$ cat src/cpd_pkg.sv
// Purpose: Constants and helpers for the clock prescalers and driver enable gate
// Assumes: One system clock; register access by address/strobe port
// Notes:   Every offset and field position, and the status, divider and synchroniser reset values, live here
//
// How it works
// Software writes both divider ratio registers
// Core clock divides system clock by field+1
// Registers run on undivided system clock
// Field value gates single, dual core, flags
// Offset clock divides by 8-bit field+1
// Separate high-side and low-side enable outputs
// Low-side 1-6 need gate, pin, no undervoltage
// Low-side 7 may ignore the pin
// High-side adds optional boost undervoltage cut
// Seven-bit status latches every disabling condition
// Clock-lost bit set only when cut enabled
// Pin-not-low bit falls once pin seen low
// Live copy of the drive-enable pin level
// Overtemperature latched but never disables drivers
// Boost bit set only when boost cut enabled
// Logic bit own; predrive bit includes ground loss
// Status write clears bits whose cause gone
// Status read clears too when enabled
// Clock missing forces gate low when enabled
// Bypass bit makes low-side 7 ignore pin
// Enables and latching evaluated on system clock

package cpd_pkg;

  // ---------------------------------------------------------------
  // Register access
  // ---------------------------------------------------------------
  localparam int unsigned CPD_ADDR_W          = 10;
  localparam int unsigned CPD_DATA_W          = 16;
  localparam logic [9:0]  CPD_CORE_DIV_ADDR   = 10'h1C0;
  localparam logic [9:0]  CPD_OFS_DIV_ADDR    = 10'h1C4;
  localparam logic [9:0]  CPD_STATUS_ADDR     = 10'h1D2;

  // ---------------------------------------------------------------
  // Divider fields
  // ---------------------------------------------------------------
  localparam int unsigned CPD_CORE_DIV_W      = 6;
  localparam int unsigned CPD_OFS_DIV_W       = 8;
  localparam logic [5:0]  CPD_CORE_DIV_RESET  = 6'h00;
  localparam logic [7:0]  CPD_OFS_DIV_RESET   = 8'h00;
  localparam logic [5:0]  CPD_SINGLE_CORE_MIN = 6'h01;
  localparam logic [5:0]  CPD_DUAL_CORE_MIN   = 6'h03;

  // ---------------------------------------------------------------
  // Status layout
  // ---------------------------------------------------------------
  localparam int unsigned CPD_STATUS_W        = 7;
  localparam int unsigned CPD_ST_PREDRIVE     = 0;
  localparam int unsigned CPD_ST_LOGIC        = 1;
  localparam int unsigned CPD_ST_BOOST        = 2;
  localparam int unsigned CPD_ST_OVER_TEMP    = 3;
  localparam int unsigned CPD_ST_PIN_LEVEL    = 4;
  localparam int unsigned CPD_ST_PIN_NOT_LOW  = 5;
  localparam int unsigned CPD_ST_CLOCK_LOST   = 6;
  localparam logic [6:0]  CPD_STATUS_RESET    = 7'h20;

  // ---------------------------------------------------------------
  // Synchronised input positions
  // ---------------------------------------------------------------
  localparam int unsigned CPD_SYNC_W          = 7;
  localparam int unsigned CPD_IN_PIN          = 0;
  localparam int unsigned CPD_IN_PREDRIVE     = 1;
  localparam int unsigned CPD_IN_LOGIC        = 2;
  localparam int unsigned CPD_IN_BOOST        = 3;
  localparam int unsigned CPD_IN_GND_LOSS     = 4;
  localparam int unsigned CPD_IN_OVER_TEMP    = 5;
  localparam int unsigned CPD_IN_CLK_MISSING  = 6;
  localparam logic [6:0]  CPD_SYNC_RESET      = 7'h00;

  // Sticky bit: set wins, clear only when the cause is gone
  function automatic logic cpd_sticky(input logic cur, input logic set,
                                      input logic clr, input logic present);
    cpd_sticky = set | (cur & ~(clr & ~present));
  endfunction : cpd_sticky

endpackage : cpd_pkg

$ cat src/cpd_clock_prescale_and_drive_gate.sv
// Purpose: Clock prescalers, driver enable gate and driver fault status
// Assumes: Analog flags and the drive-enable pin are asynchronous
// Notes:   Register port runs on the undivided system clock
`timescale 1ns/1ps

module cpd_clock_prescale_and_drive_gate (
  // Clock and reset
  input  wire logic        i_clk,
  input  wire logic        i_rst,
  // Register access port
  input  wire logic        i_reg_wr,
  input  wire logic        i_reg_rd,
  input  wire logic [9:0]  i_reg_addr,
  input  wire logic [15:0] i_reg_wdata,
  output logic [15:0]      o_reg_rdata,
  output logic             o_reg_rvalid,
  // Configuration levels
  input  wire logic        i_clk_loss_cut_en,
  input  wire logic        i_low_side7_pin_bypass,
  input  wire logic        i_boost_cut_en,
  input  wire logic        i_status_read_clear_en,
  // Pins and analog flags
  input  wire logic        i_drive_enable_pin,
  input  wire logic        i_predrive_supply_low,
  input  wire logic        i_logic_supply_low,
  input  wire logic        i_boost_supply_low,
  input  wire logic        i_ground_loss,
  input  wire logic        i_over_temp,
  input  wire logic        i_clock_missing,
  // Driver enables
  output logic             o_low_side_enable,
  output logic             o_low_side7_enable,
  output logic             o_high_side_enable,
  // Divided clocks
  output logic             o_core_clock,
  output logic             o_core_tick,
  output logic             o_offset_comp_clock,
  output logic             o_offset_comp_tick,
  // Operating mode permissions
  output logic             o_single_core_allowed,
  output logic             o_dual_core_allowed,
  output logic             o_flag_drive_allowed
);

  // ---------------------------------------------------------------
  // Input synchronisers
  // ---------------------------------------------------------------
  logic [6:0] sync_1_reg;
  logic [6:0] sync_2_reg;
  logic [6:0] sync_raw;

  // Gather the asynchronous inputs
  always_comb begin
    sync_raw = cpd_pkg::CPD_SYNC_RESET;
    sync_raw[cpd_pkg::CPD_IN_PIN]         = i_drive_enable_pin;
    sync_raw[cpd_pkg::CPD_IN_PREDRIVE]    = i_predrive_supply_low;
    sync_raw[cpd_pkg::CPD_IN_LOGIC]       = i_logic_supply_low;
    sync_raw[cpd_pkg::CPD_IN_BOOST]       = i_boost_supply_low;
    sync_raw[cpd_pkg::CPD_IN_GND_LOSS]    = i_ground_loss;
    sync_raw[cpd_pkg::CPD_IN_OVER_TEMP]   = i_over_temp;
    sync_raw[cpd_pkg::CPD_IN_CLK_MISSING] = i_clock_missing;
  end

  // Two-stage synchroniser; only sync_2_reg is read below
  always_ff @(posedge i_clk) begin
    if (i_rst) begin
      sync_1_reg <= cpd_pkg::CPD_SYNC_RESET;
      sync_2_reg <= cpd_pkg::CPD_SYNC_RESET;
    end else begin
      sync_1_reg <= sync_raw;
      sync_2_reg <= sync_1_reg;
    end
  end

  logic pin_s;
  logic predrive_fault_s;
  logic logic_low_s;
  logic boost_low_s;
  logic over_temp_s;
  logic clk_missing_s;

  // Synchronised views; ground loss counts as a predrive fault
  assign pin_s            = sync_2_reg[cpd_pkg::CPD_IN_PIN];
  assign predrive_fault_s = sync_2_reg[cpd_pkg::CPD_IN_PREDRIVE]
                          | sync_2_reg[cpd_pkg::CPD_IN_GND_LOSS];
  assign logic_low_s      = sync_2_reg[cpd_pkg::CPD_IN_LOGIC];
  assign boost_low_s      = sync_2_reg[cpd_pkg::CPD_IN_BOOST];
  assign over_temp_s      = sync_2_reg[cpd_pkg::CPD_IN_OVER_TEMP];
  assign clk_missing_s    = sync_2_reg[cpd_pkg::CPD_IN_CLK_MISSING];

  // ---------------------------------------------------------------
  // Register decode
  // ---------------------------------------------------------------
  logic wr_core_div;
  logic wr_ofs_div;
  logic wr_status;
  logic rd_status;

  // Strobe decode on the system clock
  assign wr_core_div = i_reg_wr && (i_reg_addr == cpd_pkg::CPD_CORE_DIV_ADDR);
  assign wr_ofs_div  = i_reg_wr && (i_reg_addr == cpd_pkg::CPD_OFS_DIV_ADDR);
  assign wr_status   = i_reg_wr && (i_reg_addr == cpd_pkg::CPD_STATUS_ADDR);
  assign rd_status   = i_reg_rd && (i_reg_addr == cpd_pkg::CPD_STATUS_ADDR);

  // ---------------------------------------------------------------
  // Divider registers
  // ---------------------------------------------------------------
  logic [5:0] core_div_reg;
  logic [5:0] core_div_next;
  logic [7:0] ofs_div_reg;
  logic [7:0] ofs_div_next;

  // Field updates; reserved bits are not stored
  always_comb begin
    core_div_next = core_div_reg;
    ofs_div_next  = ofs_div_reg;
    if (wr_core_div) begin
      core_div_next = i_reg_wdata[5:0];
    end
    if (wr_ofs_div) begin
      ofs_div_next = i_reg_wdata[7:0];
    end
  end

  // Register divider fields
  always_ff @(posedge i_clk) begin
    if (i_rst) begin
      core_div_reg <= cpd_pkg::CPD_CORE_DIV_RESET;
      ofs_div_reg  <= cpd_pkg::CPD_OFS_DIV_RESET;
    end else begin
      core_div_reg <= core_div_next;
      ofs_div_reg  <= ofs_div_next;
    end
  end

  // ---------------------------------------------------------------
  // Prescalers
  // ---------------------------------------------------------------
  // Core execution clock, system clock over field+1
  cpd_clock_divider #(
    .W       (cpd_pkg::CPD_CORE_DIV_W)
  ) u_core_div (
    .i_clk   (i_clk),
    .i_rst   (i_rst),
    .i_ratio (core_div_reg),
    .o_tick  (o_core_tick),
    .o_clk   (o_core_clock)
  );

  // Offset compensation clock for the recovery counters
  cpd_clock_divider #(
    .W       (cpd_pkg::CPD_OFS_DIV_W)
  ) u_ofs_div (
    .i_clk   (i_clk),
    .i_rst   (i_rst),
    .i_ratio (ofs_div_reg),
    .o_tick  (o_offset_comp_tick),
    .o_clk   (o_offset_comp_clock)
  );

  // ---------------------------------------------------------------
  // Mode permissions and driver enables
  // ---------------------------------------------------------------
  logic mode_single_reg;
  logic mode_single_next;
  logic mode_dual_reg;
  logic mode_dual_next;
  logic clock_ok_gate;
  logic ls_ok;
  logic ls_en_reg;
  logic ls_en_next;
  logic ls7_en_reg;
  logic ls7_en_next;
  logic hs_en_reg;
  logic hs_en_next;

  // Mode gates from the core divider field
  always_comb begin
    mode_single_next = (core_div_reg >= cpd_pkg::CPD_SINGLE_CORE_MIN);
    mode_dual_next   = (core_div_reg >= cpd_pkg::CPD_DUAL_CORE_MIN);
  end

  // Enable combination, evaluated every system clock
  always_comb begin
    clock_ok_gate = ~(i_clk_loss_cut_en & clk_missing_s);
    ls_ok         = clock_ok_gate & ~predrive_fault_s & ~logic_low_s;
    ls_en_next    = ls_ok & pin_s;
    ls7_en_next   = ls_ok & (pin_s | i_low_side7_pin_bypass);
    hs_en_next    = ls_en_next & ~(i_boost_cut_en & boost_low_s);
  end

  // Register enables and mode gates
  always_ff @(posedge i_clk) begin
    if (i_rst) begin
      mode_single_reg <= 1'b0;
      mode_dual_reg   <= 1'b0;
      ls_en_reg       <= 1'b0;
      ls7_en_reg      <= 1'b0;
      hs_en_reg       <= 1'b0;
    end else begin
      mode_single_reg <= mode_single_next;
      mode_dual_reg   <= mode_dual_next;
      ls_en_reg       <= ls_en_next;
      ls7_en_reg      <= ls7_en_next;
      hs_en_reg       <= hs_en_next;
    end
  end

  // Separate side enables
  assign o_low_side_enable     = ls_en_reg;
  assign o_low_side7_enable    = ls7_en_reg;
  assign o_high_side_enable    = hs_en_reg;
  assign o_single_core_allowed = mode_single_reg;
  assign o_flag_drive_allowed  = mode_single_reg;
  assign o_dual_core_allowed   = mode_dual_reg;

  // ---------------------------------------------------------------
  // Driver fault status
  // ---------------------------------------------------------------
  logic [6:0] status_reg;
  logic [6:0] status_next;
  logic       status_clr;
  logic       clk_cut_set;
  logic       boost_cut_set;

  // Clear on write, or on read when enabled
  assign status_clr    = wr_status | (rd_status & i_status_read_clear_en);
  assign clk_cut_set   = i_clk_loss_cut_en & clk_missing_s;
  assign boost_cut_set = i_boost_cut_en & boost_low_s;

  // Sticky latches, set wins over clear
  always_comb begin
    status_next = status_reg;
    status_next[cpd_pkg::CPD_ST_PREDRIVE]   = cpd_pkg::cpd_sticky(
      status_reg[cpd_pkg::CPD_ST_PREDRIVE], predrive_fault_s,
      status_clr, predrive_fault_s);
    status_next[cpd_pkg::CPD_ST_LOGIC]      = cpd_pkg::cpd_sticky(
      status_reg[cpd_pkg::CPD_ST_LOGIC], logic_low_s,
      status_clr, logic_low_s);
    status_next[cpd_pkg::CPD_ST_BOOST]      = cpd_pkg::cpd_sticky(
      status_reg[cpd_pkg::CPD_ST_BOOST], boost_cut_set,
      status_clr, boost_cut_set);
    status_next[cpd_pkg::CPD_ST_OVER_TEMP]  = cpd_pkg::cpd_sticky(
      status_reg[cpd_pkg::CPD_ST_OVER_TEMP], over_temp_s,
      status_clr, over_temp_s);
    status_next[cpd_pkg::CPD_ST_CLOCK_LOST] = cpd_pkg::cpd_sticky(
      status_reg[cpd_pkg::CPD_ST_CLOCK_LOST], clk_cut_set,
      status_clr, clk_cut_set);
    status_next[cpd_pkg::CPD_ST_PIN_LEVEL]  = pin_s;
    // Falls when pin seen low; a clear re-arms it only while pin is high
    status_next[cpd_pkg::CPD_ST_PIN_NOT_LOW] =
      pin_s & (status_reg[cpd_pkg::CPD_ST_PIN_NOT_LOW] | status_clr);
  end

  // Register status
  always_ff @(posedge i_clk) begin
    if (i_rst) begin
      status_reg <= cpd_pkg::CPD_STATUS_RESET;
    end else begin
      status_reg <= status_next;
    end
  end

  // ---------------------------------------------------------------
  // Read data
  // ---------------------------------------------------------------
  logic [15:0] rdata_reg;
  logic [15:0] rdata_next;
  logic        rvalid_reg;
  logic        rvalid_next;

  // Read mux; reserved bits and unmapped addresses read zero
  always_comb begin
    rdata_next  = 16'h0000;
    rvalid_next = i_reg_rd;
    if (i_reg_rd) begin
      unique case (i_reg_addr)
        cpd_pkg::CPD_CORE_DIV_ADDR: rdata_next = {10'h000, core_div_reg};
        cpd_pkg::CPD_OFS_DIV_ADDR:  rdata_next = {8'h00, ofs_div_reg};
        cpd_pkg::CPD_STATUS_ADDR:   rdata_next = {9'h000, status_reg};
        default:                    rdata_next = 16'h0000;
      endcase
    end
  end

  // Register read answer
  always_ff @(posedge i_clk) begin
    if (i_rst) begin
      rdata_reg  <= 16'h0000;
      rvalid_reg <= 1'b0;
    end else begin
      rdata_reg  <= rdata_next;
      rvalid_reg <= rvalid_next;
    end
  end

  assign o_reg_rdata  = rdata_reg;
  assign o_reg_rvalid = rvalid_reg;
endmodule : cpd_clock_prescale_and_drive_gate

$ cat src/cpd_clock_divider.sv
// Purpose: Programmable divide-by-(ratio+1) clock generator
// Assumes: Ratio comes from a register on the same clock
// Notes:   Ratio zero gives a tick every cycle and a level held high
`timescale 1ns/1ps

module cpd_clock_divider #(
  parameter int unsigned W = 6
) (
  // Clock and reset
  input  wire logic         i_clk,
  input  wire logic         i_rst,
  // Ratio
  input  wire logic [W-1:0] i_ratio,
  // Divided outputs
  output logic              o_tick,
  output logic              o_clk
);

  logic [W-1:0] count_reg;
  logic [W-1:0] count_next;
  logic         tick_reg;
  logic         tick_next;
  logic         clk_reg;
  logic         clk_next;

  // Count 0..ratio, wrap early if the ratio shrank
  always_comb begin
    if (count_reg >= i_ratio) begin
      count_next = '0;
    end else begin
      count_next = count_reg + {{(W-1){1'b0}}, 1'b1};
    end
    tick_next = (count_next == '0);
    clk_next  = (count_next <= (i_ratio >> 1));
  end

  // Register divider state
  always_ff @(posedge i_clk) begin
    if (i_rst) begin
      count_reg <= '0;
      tick_reg  <= 1'b0;
      clk_reg   <= 1'b0;
    end else begin
      count_reg <= count_next;
      tick_reg  <= tick_next;
      clk_reg   <= clk_next;
    end
  end

  assign o_tick = tick_reg;
  assign o_clk  = clk_reg;

endmodule : cpd_clock_divider

$ cat config.mk
export PLATFORM = sky130hd
export DESIGN_NAME = cpd_clock_prescale_and_drive_gate
export DESIGN_NICKNAME = d
export VERILOG_FILES = /design/src/cpd_pkg.sv /design/src/cpd_clock_prescale_and_drive_gate.sv /design/src/cpd_clock_divider.sv
export SDC_FILE = /design/constraint.sdc
export NUM_CORES = 1
export LEC_CHECK = 0
export CORE_AREA = 2 2 107 78
export DETAILED_ROUTE_END_ITERATION = 16
export DIE_AREA = 0 0 109 80
export DONT_BUFFER_PORTS = 1
export GPL_TIMING_DRIVEN = 0
export SLEW_MARGIN = 10
export SYNTH_ARGS = -nofsm -noshare
export SYNTH_HDL_FRONTEND = slang
export SYNTH_SLANG_ARGS = --single-unit
$ cat constraint.sdc
create_clock -name i_clk -period 4.3 [get_ports i_clk]
set_clock_uncertainty 0.15 [all_clocks]
set_input_delay 0.645 -clock i_clk [delete_from_list [all_inputs] [get_ports i_clk]]
set_output_delay 0.645 -clock i_clk [all_outputs]
set_load 0.02 [all_outputs]
==> Flow_metrics.wiki <==
{| class="wikitable"
! Metric !! Value
|-
| Layout cell share with drive strength beyond 1 || 9.115%
|-
| Max Clock Freq || 0.2777 GHz
|-
| Final WL || 7315 um
|-
| Clk pwr share || 47.6%
|-
| Post-layout utilization of the core || 46.89%
|-
| Multi-input logic area || 1682 sq um
|-
| Post-synth cell types || 48
|-
| Setup total negative slack || 0 ns
|-
| Filler-free cell count of the finished design || 474
|-
| Pin slew with the least headroom to its limit || 0.9533 ns
|-
| Detailed-route wire length per cell || 15.43 um
|-
| Post-CTS setup buffer count || 0
|-
| DRC violation total after the first TritonRoute iteration || 164
|-
| Result of the run || complete, no violations
|-
| Antenna violations before repair || 0
|-
| Final Instance Area || 3596 sq um
|-
| Die Outline Area || 8720 sq um
|-
| Most common cell after layout, fill and taps aside || sky130_fd_sc_hd__dfxtp_1
|-
| Vias in the first global route || 2369
|-
| Number of nets in the finished design || 437
|-
| Wire length of the first global-routing pass || 11970 um
|-
| Power per unit of standard cell area || 368.3 nW/um^2
|-
| Clock transition at the registers of the reported paths || 0.07 ns
|-
| Gpl congestion || 0.8445
|-
| Overall power || 1.324 mW
|-
| Maximum count of clock buffers along a single path || 2
|-
| Number of gates given a new drive strength after cts || 0
|-
| Die outline height || 80 um
|-
| Maximum number of pins on one net before global-route repair || 12
|-
| Number of inserted filler cells in the final layout || 759
|-
| CTS sink count || 67
|-
| Ant diodes || 0
|-
| Crit Path Category || flip-flop to flip-flop
|-
| Count of flip-flops with a built-in enable after synthesis || 0
|-
| Initial Utilization || 41.75%
|-
| Cell count after synthesis || 350
|-
| Clock latency on the worst-skew pair || 0.36 ns
|-
| Via count || 2559
|-
| Port bufs || 0
|-
| Part of the total power dissipated in combinational logic || 3.9%
|-
| Synthesized cell area || 3202 sq um
|-
| Die X-Extent || 109 um
|-
| Area taken by flip-flops and latches || 1341 sq um
|-
| Layout-stage area growth over the synthesis result || 12.31%
|-
| Data arrival time at the worst-slack endpoint || 3.74 ns
|-
| Syn. warnings || 0
|-
| Hold_ws || 0.2508 ns
|-
| Register bit total from synthesis || 67
|-
| Drt first pass iters || 4
|-
| CTS Hold Buffers Added || 0
|-
| Number of hold violations in the final report || 0
|-
| Worst setup timing slack at the placement stage || 0.7334 ns
|-
| P_int || 1.052 mW
|-
| Main flop type after synthesis || sky130_fd_sc_hd__dfxtp_1
|-
| Overall track demand over capacity in global routing || 18.38%
|-
| Path type of the worst min-delay path || input pin to flip-flop
|-
| Core Area || 7669 sq um
|-
| Switching power total || 0.2728 mW
|-
| Maximum level of the CTS H-tree || 3
|-
| Antenna viol nets, final || 0
|-
| Count of placed standard cells including taps || 458
|-
| Critical path fanouts, max || 10
|-
| Detailed-placement wirelength estimate || 5652 um
|-
| MaxCap Viol Count || 0
|-
| Final critical-path setup slack || 0.6990 ns
|-
| Leakage Power || 1.387 nW
|-
| Clock tree root driver cell || sky130_fd_sc_hd__clkbuf_8
|-
| Final setup violation count || 0
|-
| CTS buffer count || 9
|-
| Crit end category || flip-flop
|-
| Share of synthesized registers carrying an async set or reset || 0%
|-
| VDD IR-drop max || 0.2139 mV
|-
| RSZ-0062 raised after global routing || false
|-
| Required time of the critical path || 4.44 ns
|-
| Slew Limit Headroom || 35.91%
|-
| Via count normalized by instance count || 5.399
|-
| Fraction of power spent switching nets || 20.60%
|-
| Reg power frac || 48.6%
|-
| Kind of start point of the critical path || flip-flop
|-
| Final critical delay including setup and external delays || 3.601 ns
|-
| Num rows || 27
|-
| Dpl cell area || 3354 sq um
|-
| Part of the cycle the worst path needs || 83.74%
|-
| Clock tree from TritonCTS || built
|-
| Max-slew violation count || 0
|-
| Count of boundary I/O pins || 68
|-
| Mean cell area of the mapped netlist || 9.148 sq um
|-
| Overflow left after global routing || 0
|-
| Most frequent cells in the layout || sky130_fd_sc_hd__dfxtp_1, sky130_fd_sc_hd__ha_1, sky130_fd_sc_hd__nor2_1, sky130_fd_sc_hd__a21oi_1, sky130_fd_sc_hd__inv_1
|-
| Register area share after synthesis || 41.89%
|-
| Remaining routing DRC violations || 0
|}
[worst max-delay path, cell delays in order (launching register included)]
cell and delay, ns:
sky130_fd_sc_hd__dfxtp_1 0.41, sky130_fd_sc_hd__inv_1 0.08, sky130_fd_sc_hd__ha_1 0.27, sky130_fd_sc_hd__nand2b_1 0.09, sky130_fd_sc_hd__a2111oi_0 0.10, sky130_fd_sc_hd__o31ai_1 0.78, sky130_fd_sc_hd__clkbuf_1 0.40, sky130_fd_sc_hd__nor2_1 0.11
sky130_fd_sc_hd__ha_1 0.33, sky130_fd_sc_hd__a2111oi_0 0.40, sky130_fd_sc_hd__o211a_1 0.21, sky130_fd_sc_hd__o221a_2 0.20
[power by group through the flow]
| stage | Combinational (mW) | Sequential (mW) | Clock (mW) |
|---|---|---|---|
| after floorplan | 0.0402 | 0.656 | 0 |
| after global placement | 0.0498 | 0.657 | 0 |
| after detailed placement | 0.0506 | 0.658 | 0 |
| after CTS | 0.0508 | 0.643 | 0.645 |
| after global routing | 0.0564 | 0.645 | 0.676 |
| final | 0.0511 | 0.643 | 0.630 |
[metal layers]
| layer | up-vias | global-route usage (%) | wire length [um] |
|---|---|---|---|
| met5 | - | 0 | 0 |
| met4 | 0 | 5.769 | 104 |
| met3 | 9 | 6.612 | 584 |
| met2 | 80 | 25.34 | 2963 |
| met1 | 1199 | 26.25 | 3663 |
| li1 | 1271 | - | - |
[Yosys cell counts (2+ instances only)]
library cell	number	share of area, %
sky130_fd_sc_hd__a2111oi_0	3	0.82
sky130_fd_sc_hd__a21o_1	3	0.70
sky130_fd_sc_hd__a21oi_1	27	4.2
sky130_fd_sc_hd__a22oi_1	7	1.6
sky130_fd_sc_hd__a31oi_1	2	0.39
sky130_fd_sc_hd__and3_1	2	0.39
sky130_fd_sc_hd__and4_1	3	0.82
sky130_fd_sc_hd__buf_2	2	0.31
sky130_fd_sc_hd__buf_4	9	2.1
sky130_fd_sc_hd__clkbuf_1	14	1.6
sky130_fd_sc_hd__dfxtp_1	67	42
sky130_fd_sc_hd__ha_1	28	11
sky130_fd_sc_hd__inv_1	19	2.2
sky130_fd_sc_hd__mux2i_1	6	1.9
sky130_fd_sc_hd__nand2_1	9	1.1
sky130_fd_sc_hd__nand2b_1	5	0.98
sky130_fd_sc_hd__nand3_1	14	2.2
sky130_fd_sc_hd__nand4_1	14	2.7
sky130_fd_sc_hd__nor2_1	27	3.2
sky130_fd_sc_hd__nor2b_1	17	3.3
sky130_fd_sc_hd__nor3_1	17	2.7
sky130_fd_sc_hd__o21a_1	5	1.2
sky130_fd_sc_hd__o21ai_0	9	1.4
sky130_fd_sc_hd__o221a_2	2	0.70
sky130_fd_sc_hd__o31ai_1	2	0.47
sky130_fd_sc_hd__or2_2	2	0.39
sky130_fd_sc_hd__or4_1	3	0.70
sky130_fd_sc_hd__xnor2_1	6	1.6
sky130_fd_sc_hd__xor2_1	7	1.9
[layout make-up]
type	count	share of cell area, %
multi-input combinational	245	46.76
sequential	67	37.30
clock buffer	11	3.932
buffer	26	3.723
tap	101	3.514
clock inverter	5	2.784
inverter	19	1.983
[final timing paths]
check	from	end	slack, ns	cells past startpoint
max	u_ofs_div.count_reg[0]	u_ofs_div.o_clk	0.70	11
min	i_low_side7_pin_bypass	o_low_side7_enable	0.25	1
min reg2reg	sync_1_reg[1]	sync_2_reg[1]	0.29	1
max reg2reg	u_ofs_div.count_reg[0]	u_ofs_div.o_clk	0.70	11
[cell families after synthesis]
logic type | Yosys count | synth area share (%)
AOI/OAI and AO/OA | 69 | 14.11
xor gates and xnor gates | 13 | 3.556
adders and majority gates | 28 | 10.94
buffers and inverters | 45 | 6.409
DFF | 67 | 41.89
muxes | 6 | 1.876
other | 1 | 0.1171
and+or+nand+nor | 121 | 21.10
Power figures use the tool's default switching activity.
